`config.mk`:
```
export PLATFORM = sky130hd
export DESIGN_NAME = cls_logic_unit
export DESIGN_NICKNAME = d
export VERILOG_FILES = /design/src/verilog/cls_pkg.sv /design/src/verilog/cls_logic_slice.sv /design/src/verilog/cls_storage_reg.sv /design/src/verilog/cls_logic_unit.sv
export SDC_FILE = /design/constraint.sdc
export NUM_CORES = 1
export LEC_CHECK = 0
export BUFFER_PORTS_ARGS = -buffer_cell sky130_fd_sc_hd__buf_2
export CAP_MARGIN = 30
export CELL_PAD_IN_SITES_DETAIL_PLACEMENT = 1
export CELL_PAD_IN_SITES_GLOBAL_PLACEMENT = 1
export CORE_MARGIN = 5
export CORE_UTILIZATION = 47
export CTS_BUF_LIST = sky130_fd_sc_hd__clkbuf_4 sky130_fd_sc_hd__clkbuf_8 sky130_fd_sc_hd__clkbuf_16
export DETAILED_ROUTE_END_ITERATION = 16
export MAX_ROUTING_LAYER = met4
export PLACE_DENSITY_LB_ADDON = 0.1
export SLEW_MARGIN = 5
export SYNTH_ARGS = -nofsm -noshare
export SYNTH_HDL_FRONTEND = slang
export SYNTH_SLANG_ARGS = --single-unit
```
`constraint.sdc`:
```
create_clock -name mclk_in -period 12.5 [get_ports mclk_in]
set_input_delay 1.875 -clock mclk_in [delete_from_list [all_inputs] [get_ports mclk_in]]
set_output_delay 1.875 -clock mclk_in [all_outputs]
set_load 0.005 [all_outputs]
```
`src/verilog/cls_pkg.sv`:
```
// Constants, field layouts and modes for the configurable logic unit.
//
// Overview of operation
// - Unit holds four slices and runs in logic, arithmetic or memory mode.
// - Each table is any four-input function; a slice pairs two for five.
// - Two slices give six inputs, four give seven, two units give eight.
// - Arithmetic mode adds, subtracts, counts up or down and multiplies.
// - Arithmetic mode reports greater-than, less-than and not-equal flags.
// - Each slice owns two storage registers with full control inputs.
// - Register data comes from the slice table output or from routing.
// - Clock enable polarity is selectable; capture only while enabled.
// - Register captures on rising or falling edge of its own clock.
// - Local set/reset is sync reset, sync set, async reset, async set, off.
// - Global set/reset is async reset, async set or off, on its own net.
// - Global set/reset wins when both set/reset inputs are active.
// - Enable, clock and local set/reset are separate inputs per register.
// - Routing picks table inputs and links outputs inside and outside.
package cls_pkg;

  localparam int CLS_SLICES = 4;
  localparam int CLS_REGS = 8;
  localparam int CLS_TABLE_BITS = 16;

  // Register offsets (byte addresses)
  localparam logic [7:0] CLS_OFS_MODE = 8'h00;
  localparam logic [7:0] CLS_OFS_ROUTE = 8'h04;
  localparam logic [7:0] CLS_OFS_TABLE0 = 8'h10;
  localparam logic [7:0] CLS_OFS_REGCFG0 = 8'h30;
  localparam logic [7:0] CLS_OFS_QSTAT = 8'h60;
  localparam logic [7:0] CLS_OFS_ALUSTAT = 8'h64;
  localparam logic [7:0] CLS_OFS_STRIDE = 8'h04;

  // Mode register fields
  localparam int CLS_MODE_LSB = 0;
  localparam int CLS_OP_LSB = 8;

  // Storage register configuration fields
  localparam int CLS_CFG_DROUTE = 0;
  localparam int CLS_CFG_CELOW = 1;
  localparam int CLS_CFG_FALL = 2;
  localparam int CLS_CFG_SR_LSB = 3;
  localparam int CLS_CFG_GSR_LSB = 6;
  localparam int CLS_CFG_W = 8;

  // Alu status fields
  localparam int CLS_ST_GT = 0;
  localparam int CLS_ST_LT = 1;
  localparam int CLS_ST_NE = 2;
  localparam int CLS_ST_CARRY = 3;
  localparam int CLS_ST_CNT_LSB = 8;

  typedef enum logic [2:0] {
    CLS_MODE_LOGIC = 3'h1,
    CLS_MODE_ARITH = 3'h2,
    CLS_MODE_MEM = 3'h4
  } cls_mode_type;

  typedef enum logic [3:0] {
    CLS_OP_ADD = 4'h1,
    CLS_OP_SUB = 4'h2,
    CLS_OP_COUNT = 4'h4,
    CLS_OP_MULT = 4'h8
  } cls_op_type;

  typedef enum logic [2:0] {
    CLS_SR_NONE = 3'h0,
    CLS_SR_SYNC_RST = 3'h1,
    CLS_SR_SYNC_SET = 3'h2,
    CLS_SR_ASYNC_RST = 3'h3,
    CLS_SR_ASYNC_SET = 3'h4
  } cls_sr_type;

  typedef enum logic [1:0] {
    CLS_GSR_NONE = 2'h0,
    CLS_GSR_ASYNC_RST = 2'h1,
    CLS_GSR_ASYNC_SET = 2'h2
  } cls_gsr_type;

  // Reset values
  localparam logic [2:0] CLS_MODE_RST = 3'h1;
  localparam logic [3:0] CLS_OP_RST = 4'h1;
  localparam logic [15:0] CLS_TABLE_RST = 16'h0000;
  localparam logic [7:0] CLS_CFG_RST = 8'h00;
  localparam logic [3:0] CLS_ROUTE_RST = 4'h0;

endpackage

```
`src/verilog/cls_logic_slice.sv`:
```
// One logic slice: two four-input tables and their five-input combiner.
`timescale 1ns/100ps
module cls_logic_slice
  import cls_pkg::*;
(
  input wire logic [15:0] table0_in, // Truth table of first table
  input wire logic [15:0] table1_in, // Truth table of second table
  input wire logic [3:0] sel0_in, // Inputs of first table
  input wire logic [3:0] sel1_in, // Inputs of second table
  input wire logic fifth_in, // Fifth input for the combined function
  output logic f0_out, // First table output
  output logic f1_out, // Second table output
  output logic f5_out // Five-input function output
);

  function automatic logic lut4(input logic [15:0] tbl, input logic [3:0] s);
    lut4 = tbl[s];
  endfunction

  // Any four-input function per table
  assign f0_out = lut4(table0_in, sel0_in);
  assign f1_out = lut4(table1_in, sel1_in);

  // Five inputs: both tables see first inputs, fifth input picks one
  assign f5_out = fifth_in ? lut4(table1_in, sel0_in)
                           : lut4(table0_in, sel0_in);

endmodule

```
`src/verilog/cls_storage_reg.sv`:
```
// One storage register of a slice with its set/reset and edge options.
`timescale 1ns/100ps
module cls_storage_reg
  import cls_pkg::*;
(
  input wire logic mclk_in, // System clock
  input wire logic rst_in, // Async reset, active high
  input wire logic [7:0] cfg_in, // Register configuration word
  input wire logic d_in, // Data input
  input wire logic ce_in, // Clock enable as seen on routing
  input wire logic clk_in, // Register clock level, sampled
  input wire logic sr_in, // Local set/reset
  input wire logic gsr_in, // Global set/reset network
  output logic q_out // Stored value
);

  logic clk_prev_q;
  logic clk_prev_d;
  logic q_q;
  logic q_d;
  logic edge_seen;
  logic ce_act;
  logic [2:0] sr_mode;
  logic [1:0] gsr_mode;

  assign sr_mode = cfg_in[CLS_CFG_SR_LSB +: 3];
  assign gsr_mode = cfg_in[CLS_CFG_GSR_LSB +: 2];

  // Register clock is a fabric signal, so its edges are found on mclk
  assign edge_seen = cfg_in[CLS_CFG_FALL] ? (clk_prev_q & ~clk_in)
                                          : (~clk_prev_q & clk_in);
  assign ce_act = ce_in ^ cfg_in[CLS_CFG_CELOW];

  always_comb
  begin
    clk_prev_d = clk_in;
    q_d = q_q;
    if (gsr_in && gsr_mode == CLS_GSR_ASYNC_RST)
      q_d = 1'b0;
    else if (gsr_in && gsr_mode == CLS_GSR_ASYNC_SET)
      q_d = 1'b1;
    else if (sr_in && sr_mode == CLS_SR_ASYNC_RST)
      q_d = 1'b0;
    else if (sr_in && sr_mode == CLS_SR_ASYNC_SET)
      q_d = 1'b1;
    else if (edge_seen)
    begin
      if (sr_in && sr_mode == CLS_SR_SYNC_RST)
        q_d = 1'b0;
      else if (sr_in && sr_mode == CLS_SR_SYNC_SET)
        q_d = 1'b1;
      else if (ce_act)
        q_d = d_in;
    end
  end

  always_ff @(posedge mclk_in or posedge rst_in)
  begin
    if (rst_in)
    begin
      clk_prev_q <= 1'b0;
      q_q <= 1'b0;
    end
    else
    begin
      clk_prev_q <= clk_prev_d;
      q_q <= q_d;
    end
  end

  assign q_out = q_q;

endmodule

```
`src/verilog/cls_logic_unit.sv`:
```
// Configurable logic unit: four slices, arithmetic, memory and registers.
//
// Design decisions made here: the register offsets and the plain strobed port.
`timescale 1ns/100ps
module cls_logic_unit
  import cls_pkg::*;
#(
  parameter int ALU_W = 8
)
(
  input wire logic mclk_in, // System clock, 20 MHz
  input wire logic rst_in, // Async reset, active high
  input wire logic [7:0] addr_in, // Register byte address
  input wire logic [31:0] wdata_in, // Register write data
  input wire logic wr_in, // Write strobe
  input wire logic rd_in, // Read strobe
  output logic [31:0] rdata_out, // Read data, cycle after strobe
  input wire logic [31:0] lut_in, // Table inputs, four per table
  input wire logic [3:0] fifth_in, // Fifth input per slice
  input wire logic [1:0] sixth_in, // Sixth input per slice pair
  input wire logic seventh_in, // Seventh input over four slices
  input wire logic eighth_in, // Eighth input, picks neighbour unit
  input wire logic neighbour_f7_in, // Seven-input result of next unit
  output logic [7:0] f4_out, // Four-input table results
  output logic [3:0] f5_out, // Five-input results
  output logic [1:0] f6_out, // Six-input results
  output logic f7_out, // Seven-input result
  output logic f8_out, // Eight-input result
  input wire logic [ALU_W-1:0] alu_a_in, // Arithmetic operand a
  input wire logic [ALU_W-1:0] alu_b_in, // Arithmetic operand b
  input wire logic carry_in, // Carry chain input
  input wire logic count_en_in, // Counter step enable
  input wire logic count_up_in, // Counter direction, high is up
  output logic [2*ALU_W-1:0] alu_result_out, // Arithmetic result
  output logic carry_out, // Carry chain output
  output logic gt_out, // Operand a above b
  output logic lt_out, // Operand a below b
  output logic ne_out, // Operands differ
  input wire logic mem_we_in, // Memory mode write enable
  input wire logic [3:0] mem_addr_in, // Memory mode write address
  input wire logic [7:0] mem_wdata_in, // Memory mode bit per table
  input wire logic [7:0] reg_d_in, // Register data from routing
  input wire logic [7:0] reg_ce_in, // Register clock enables
  input wire logic [7:0] reg_clk_in, // Register clocks, sampled
  input wire logic [7:0] local_set_reset_in, // Local set/reset inputs
  input wire logic global_set_reset_in, // Global set/reset network
  output logic [7:0] q_out // Register outputs
);

  // ----------------------------------------------------------------
  // Configuration state
  // ----------------------------------------------------------------
  logic [2:0] mode_q;
  logic [2:0] mode_d;
  logic [3:0] op_q;
  logic [3:0] op_d;
  logic [3:0] route_q;
  logic [3:0] route_d;
  logic [15:0] table_q [CLS_REGS];
  logic [15:0] table_d [CLS_REGS];
  logic [7:0] cfg_q [CLS_REGS];
  logic [7:0] cfg_d [CLS_REGS];
  logic [31:0] rdata_q;
  logic [31:0] rdata_d;

  function automatic logic hit(input logic [7:0] a, input logic [7:0] base,
                               input int idx);
    hit = (a == base + 8'(idx) * CLS_OFS_STRIDE);
  endfunction

  always_comb
  begin
    mode_d = mode_q;
    op_d = op_q;
    route_d = route_q;
    for (int i = 0; i < CLS_REGS; i++)
    begin
      table_d[i] = table_q[i];
      cfg_d[i] = cfg_q[i];
      // Fabric writes go first so a same-cycle bus write overrides them
      if (mode_q == CLS_MODE_MEM && mem_we_in)
        table_d[i][mem_addr_in] = mem_wdata_in[i];
    end
    if (wr_in)
    begin
      if (addr_in == CLS_OFS_MODE)
      begin
        mode_d = wdata_in[CLS_MODE_LSB +: 3];
        op_d = wdata_in[CLS_OP_LSB +: 4];
      end
      else if (addr_in == CLS_OFS_ROUTE)
        route_d = wdata_in[3:0];
      else
      begin
        for (int i = 0; i < CLS_REGS; i++)
        begin
          if (hit(addr_in, CLS_OFS_TABLE0, i))
            table_d[i] = wdata_in[15:0];
          else if (hit(addr_in, CLS_OFS_REGCFG0, i))
            cfg_d[i] = wdata_in[CLS_CFG_W-1:0];
        end
      end
    end
  end

  always_ff @(posedge mclk_in or posedge rst_in)
  begin
    if (rst_in)
    begin
      mode_q <= CLS_MODE_RST;
      op_q <= CLS_OP_RST;
      route_q <= CLS_ROUTE_RST;
      for (int i = 0; i < CLS_REGS; i++)
      begin
        table_q[i] <= CLS_TABLE_RST;
        cfg_q[i] <= CLS_CFG_RST;
      end
    end
    else
    begin
      mode_q <= mode_d;
      op_q <= op_d;
      route_q <= route_d;
      for (int i = 0; i < CLS_REGS; i++)
      begin
        table_q[i] <= table_d[i];
        cfg_q[i] <= cfg_d[i];
      end
    end
  end

  // ----------------------------------------------------------------
  // Slices and wide-function combiners
  // ----------------------------------------------------------------
  logic [7:0] f4;
  logic [3:0] f5;
  logic [1:0] f6;
  logic f7;
  logic [7:0] q;
  logic [31:0] sel;

  genvar s;
  generate
    for (s = 0; s < CLS_SLICES; s++)
    begin : g_slice
      // Routing may feed a slice back its own register outputs
      assign sel[8*s +: 8] = route_q[s] ?
        {lut_in[8*s+6 +: 2], q[2*s+1], q[2*s],
         lut_in[8*s+2 +: 2], q[2*s+1], q[2*s]} :
        lut_in[8*s +: 8];
      cls_logic_slice u_slice (
        .table0_in (table_q[2*s]),
        .table1_in (table_q[2*s+1]),
        .sel0_in (sel[8*s +: 4]),
        .sel1_in (sel[8*s+4 +: 4]),
        .fifth_in (fifth_in[s]),
        .f0_out (f4[2*s]),
        .f1_out (f4[2*s+1]),
        .f5_out (f5[s])
      );
    end
  endgenerate

  assign f6[0] = sixth_in[0] ? f5[1] : f5[0];
  assign f6[1] = sixth_in[1] ? f5[3] : f5[2];
  assign f7 = seventh_in ? f6[1] : f6[0];

  // ----------------------------------------------------------------
  // Arithmetic with carry chain
  // ----------------------------------------------------------------
  logic [ALU_W:0] chain;
  logic [ALU_W-1:0] sum;
  logic [ALU_W-1:0] b_eff;
  logic [ALU_W-1:0] count_q;
  logic [ALU_W-1:0] count_d;
  logic is_sub;

  assign is_sub = (op_q == CLS_OP_SUB);
  assign b_eff = is_sub ? ~alu_b_in : alu_b_in;
  assign chain[0] = is_sub ? 1'b1 : carry_in;

  genvar k;
  generate
    for (k = 0; k < ALU_W; k++)
    begin : g_carry
      assign sum[k] = alu_a_in[k] ^ b_eff[k] ^ chain[k];
      assign chain[k+1] = (alu_a_in[k] & b_eff[k]) |
                          (chain[k] & (alu_a_in[k] ^ b_eff[k]));
    end
  endgenerate

  always_comb
  begin
    count_d = count_q;
    if (mode_q == CLS_MODE_ARITH && op_q == CLS_OP_COUNT && count_en_in)
      count_d = count_up_in ? count_q + ALU_W'(1)
                            : count_q - ALU_W'(1);
  end

  // ----------------------------------------------------------------
  // Registered data outputs
  // ----------------------------------------------------------------
  logic [7:0] f4_q;
  logic [3:0] f5_q;
  logic [1:0] f6_q;
  logic f7_q;
  logic f8_q;
  logic [2*ALU_W-1:0] res_q;
  logic [2*ALU_W-1:0] res_d;
  logic carry_q;
  logic carry_d;
  logic [2:0] cmp_q;
  logic [2:0] cmp_d;

  always_comb
  begin
    res_d = res_q;
    carry_d = carry_q;
    cmp_d = cmp_q;
    if (mode_q == CLS_MODE_ARITH)
    begin
      cmp_d = {alu_a_in != alu_b_in, alu_a_in < alu_b_in,
               alu_a_in > alu_b_in};
      carry_d = chain[ALU_W];
      if (op_q == CLS_OP_MULT)
        res_d = (2*ALU_W)'(alu_a_in) * (2*ALU_W)'(alu_b_in);
      else if (op_q == CLS_OP_COUNT)
        res_d = {{ALU_W{1'b0}}, count_d};
      else
        res_d = {{ALU_W{1'b0}}, sum};
    end
  end

  always_ff @(posedge mclk_in or posedge rst_in)
  begin
    if (rst_in)
    begin
      f4_q <= 8'h00;
      f5_q <= 4'h0;
      f6_q <= 2'h0;
      f7_q <= 1'b0;
      f8_q <= 1'b0;
      res_q <= '0;
      carry_q <= 1'b0;
      cmp_q <= 3'h0;
      count_q <= '0;
    end
    else
    begin
      f4_q <= f4;
      f5_q <= f5;
      f6_q <= f6;
      f7_q <= f7;
      // Eighth input spans this unit and its neighbour
      f8_q <= eighth_in ? neighbour_f7_in : f7;
      res_q <= res_d;
      carry_q <= carry_d;
      cmp_q <= cmp_d;
      count_q <= count_d;
    end
  end

  // ----------------------------------------------------------------
  // Storage registers, two per slice
  // ----------------------------------------------------------------
  genvar r;
  generate
    for (r = 0; r < CLS_REGS; r++)
    begin : g_reg
      logic d_sel;
      assign d_sel = cfg_q[r][CLS_CFG_DROUTE] ? reg_d_in[r] : f4[r];
      cls_storage_reg u_reg (
        .mclk_in (mclk_in),
        .rst_in (rst_in),
        .cfg_in (cfg_q[r]),
        .d_in (d_sel),
        .ce_in (reg_ce_in[r]),
        .clk_in (reg_clk_in[r]),
        .sr_in (local_set_reset_in[r]),
        .gsr_in (global_set_reset_in),
        .q_out (q[r])
      );
    end
  endgenerate

  // ----------------------------------------------------------------
  // Register read port
  // ----------------------------------------------------------------
  always_comb
  begin
    rdata_d = 32'h0000_0000;
    if (rd_in)
    begin
      if (addr_in == CLS_OFS_MODE)
      begin
        rdata_d[CLS_MODE_LSB +: 3] = mode_q;
        rdata_d[CLS_OP_LSB +: 4] = op_q;
      end
      else if (addr_in == CLS_OFS_ROUTE)
        rdata_d[3:0] = route_q;
      else if (addr_in == CLS_OFS_QSTAT)
        rdata_d[7:0] = q;
      else if (addr_in == CLS_OFS_ALUSTAT)
      begin
        rdata_d[CLS_ST_GT] = cmp_q[0];
        rdata_d[CLS_ST_LT] = cmp_q[1];
        rdata_d[CLS_ST_NE] = cmp_q[2];
        rdata_d[CLS_ST_CARRY] = carry_q;
        rdata_d[CLS_ST_CNT_LSB +: ALU_W] = count_q;
      end
      else
      begin
        for (int i = 0; i < CLS_REGS; i++)
        begin
          if (hit(addr_in, CLS_OFS_TABLE0, i))
            rdata_d[15:0] = table_q[i];
          else if (hit(addr_in, CLS_OFS_REGCFG0, i))
            rdata_d[CLS_CFG_W-1:0] = cfg_q[i];
        end
      end
    end
  end

  always_ff @(posedge mclk_in or posedge rst_in)
  begin
    if (rst_in)
      rdata_q <= 32'h0000_0000;
    else
      rdata_q <= rdata_d;
  end

  assign rdata_out = rdata_q;
  assign f4_out = f4_q;
  assign f5_out = f5_q;
  assign f6_out = f6_q;
  assign f7_out = f7_q;
  assign f8_out = f8_q;
  assign alu_result_out = res_q;
  assign carry_out = carry_q;
  assign gt_out = cmp_q[0];
  assign lt_out = cmp_q[1];
  assign ne_out = cmp_q[2];
  assign q_out = q;

endmodule

```
==> out/metrics.cfg <==
[layout]
instances_no_fill = 2651
nets = 2347
drive_above_1_share = 0.2141
area_growth_pct = 13.69
fillers = 4567

[grt]
grt.total_usage = 0.3185
grt_max_degree = 99
grt_pass1_vias = 16780
grt_use_met2 = 0.4813
grt_pass1_wl_um = 106300
grt_overflow = 0
antenna_found_initial = 3
use_met3 = 0.04928
use_met1 = 0.4578
top_usage_layer = met2

[die]
dieArea_um2 = 44990
rows = 74
coreArea_um2 = 40650
start_util = 0.4724
die_h_um = 212.1
pin_count = 226
die_x_um = 212.1

[critical_path]
slowest_delay_ns = 0.50
r2r-start = op_q[2]$_DFFE_PP0P_
worstPathMaxFanout = 7
reg2regPathDepth = 13
critPathArrivalTime_ns = 6.06
slowest_stage = fa_1
r2r_setup_slack_ns = 7.71
crit_type = input pin to flop
cpLargestDelayFamily = adder cells
crit_cells = 16
startpoint_type = input pin
reg2reg_to = alu_result_out[7]$_DFFE_PP0N_
crit_required_ns = 12.90
crit_path_end_kind = flop
cp_cell_sequence = buf_2 > inv_1 > nor2_1 > fa_1 > inv_1 > fa_1 > fa_1 > inv_1 > fa_1 > ha_1 > a21o_1 > a31o_2 > a41oi_1 > nor2b_1 > xor2_1 > o31ai_1
crit_top_cell = fa_1
crit_start = alu_b_in[5]
cp.buffers_inverters = 4

[placement]
place_ws_ns = 6.339
io_buffers = 193
dp_cells = 2582
dp_hpwl_um = 53150
gp_congestion = 0.9630

[timing]
fin_skew_ns = 0.01598
finalWorstSetupSlack_ns = 6.837
worst_pin_slew_ns = 1.102
max_freq_mhz = 176.6
slew_viol_final = 0
post-route-period-util = 0.4531
final-hold-violation-count = 0
rsz0062_at_grt = no
period_needed_ns = 5.663
setup_tns_ns = 0
setup_viol = 0
worst_slew_margin_rel = 0.2573

[logic_synthesis]
synth_top_area_frac = 0.3610
synth-seq-area-share = 0.3637
ys_types = 72
synth_common_cells = 277 x dfrtp_1, 221 x nor2_1, 214 x a21oi_1, 188 x mux2i_1, 153 x nand2_1
ys_async_sr_fraction = 1.000
yosysTopAreaCell = dfrtp_1
ys_warn_count = 0
ys_seq_elements = 279
synthCells = 1948
synth_ff_type = dfrtp_1
yosys-top-cells-area = dfrtp_1 36%, mux2i_1 9.8%, mux4_2 6.1%, a21oi_1 5.6%, fa_1 4.7%
synth.avg_cell_area_um2 = 9.857
yosysMostFrequentCell = dfrtp_1
synth_edf_count = 0
netlist_area_um2 = 19200

[power_and_ir_drop]
swShare = 0.3238
powerDensity_nw_per_um2 = 129.4
switching_power_uw = 915.0
ir_drop_v = 0.00006622
pwr-share-clk = 0.360
pwr-share-seq = 0.396
power_mw = 2.826
comb_power_share = 0.244
p_int_mw = 1.911
leakage_nw = 10.71

[routing]
vias = 16410
drt_wl_total_um = 70390
wl_per_cell_um = 26.55
first_pass_iters = 7
drt_iter0_markers = 1435
viasPerCell = 6.191
antenna_left = 0
drc = 0

[clocking]
htreeDepth = 2
root_buffer = clkbuf_16
cts_resized = 0
cts_tree = done
cts_setup_buffers = 0
hold_buffers = 0
clk_path_buf_depth = 3
insertion_delay_ns = 0.55
numCtsBuffers = 34
clk_pin_slew_ns = 0.06
clock_sinks = 279

[worst_hold_path]
hold_path_end = alu_result_out[14]$_DFFE_PP0N_
hold_depth = 2
min_from = alu_result_out[14]$_DFFE_PP0N_
min_path_type = flop to flop

[run]
cap_violations = 0

[outcome]
status = complete, no violations

[per-layer routing]
layer / routed length [um] / vias to the layer above
li1: - / 7283
met1: 31750 / 8473
met2: 32560 / 562
met3: 4725 / 95
met4: 1355 / 0
met5: 0 / -
[logic make-up after synthesis]
kind of cell,share of synthesized area
multiplexers,0.2134
adder cells (fa/ha/maj),0.08471
XOR/XNOR,0.02007
flip-flops,0.3637
AO/OA/AOI/OAI,0.1462
other,0.0001953
buffers and inverters,0.05109
AND/OR/NAND/NOR,0.1206
[state kept, by name, summed over array words and instances (netlist names)]
name,count
f4_out,8
g.u_reg.clk_prev_q,8
f5_out,4
cfg_q,64
route_q,4
count_q,8
f7_out,1
f6_out,2
op_q,4
mode_q,3
g.u_reg.q_out,8
f8_out,1
alu_result_out,16
cmp_q,3
table_q,128
rdata_out,16
carry_out,1
[metrics by stage]
step | util | area (um^2) | hold WS (ns)
final | 0.5371 | 21830 | 0.4790
after CTS | 0.5324 | 21640 | 0.4842
after global placement | 0.5028 | 20440 | 0.4607
after global routing | 0.5370 | 21830 | 0.5131
after detailed placement | 0.5048 | 20520 | 0.4714
after floorplan | - | 19260 | 0.4726
[final cells by class]
type	count	area (um^2)	area share
multi-input combinational	1459	11320	0.5186
sequential	279	6984	0.3199
timing repair buffer	229	1380	0.06322
clock buffer	51	1062	0.04866
tap	532	665.6	0.03049
inverter	91	349.1	0.01599
clock inverter	7	60.06	0.002751
antenna	3	7.507	0.0003439
[worst register-to-register path, stage by stage (launching register included)]
cell and delay, ns:
dfrtp_1 0.45, nor4b_2 0.45, nor2_1 0.11, fa_1 0.43
fa_1 0.43, fa_1 0.43, fa_1 0.43, fa_1 0.44
fa_1 0.39, inv_1 0.08, fa_1 0.20, fa_1 0.44
o211ai_1 0.26, o21ai_0 0.13
[layout by cell type, fill, tap and decap left out, types with 24 or more instances in the layout]
| master | synthesis | final |
|---|---|---|
| a21oi_1 | 214 | 214 |
| a22oi_1 | 26 | 26 |
| buf_2 | 0 | 194 |
| buf_4 | 29 | 24 |
| clkbuf_16 | 0 | 37 |
| dfrtp_1 | 277 | 277 |
| fa_1 | 45 | 45 |
| ha_1 | 58 | 58 |
| inv_1 | 91 | 90 |
| mux2_2 | 78 | 78 |
| mux2i_1 | 188 | 188 |
| mux4_2 | 52 | 52 |
| nand2_1 | 153 | 153 |
| nor2_1 | 221 | 221 |
| o21ai_0 | 68 | 68 |
| xnor2_1 | 27 | 27 |
[how the worst max path moves through the flow]
stage,to
6_report,alu_result_out[12]$_DFFE_PP0N_
5_1_grt,alu_result_out[12]$_DFFE_PP0N_
4_1_cts,alu_result_out[12]$_DFFE_PP0N_
3_5_place_dp,alu_result_out[12]$_DFFE_PP0N_
3_3_place_gp,alu_result_out[15]$_DFFE_PP0N_
2_1_floorplan,alu_result_out[0]$_DFFE_PP0N_
[power groups by stage]
stage	logic, mW	registers, mW	clock network [mW]
after floorplan	0.464	1.08	0
after global placement	0.654	1.13	0
after detailed placement	0.684	1.13	0
after CTS	0.688	1.12	1.03
after global routing	0.761	1.13	1.07
final	0.690	1.12	1.02
Power figures use the tool's default switching activity.
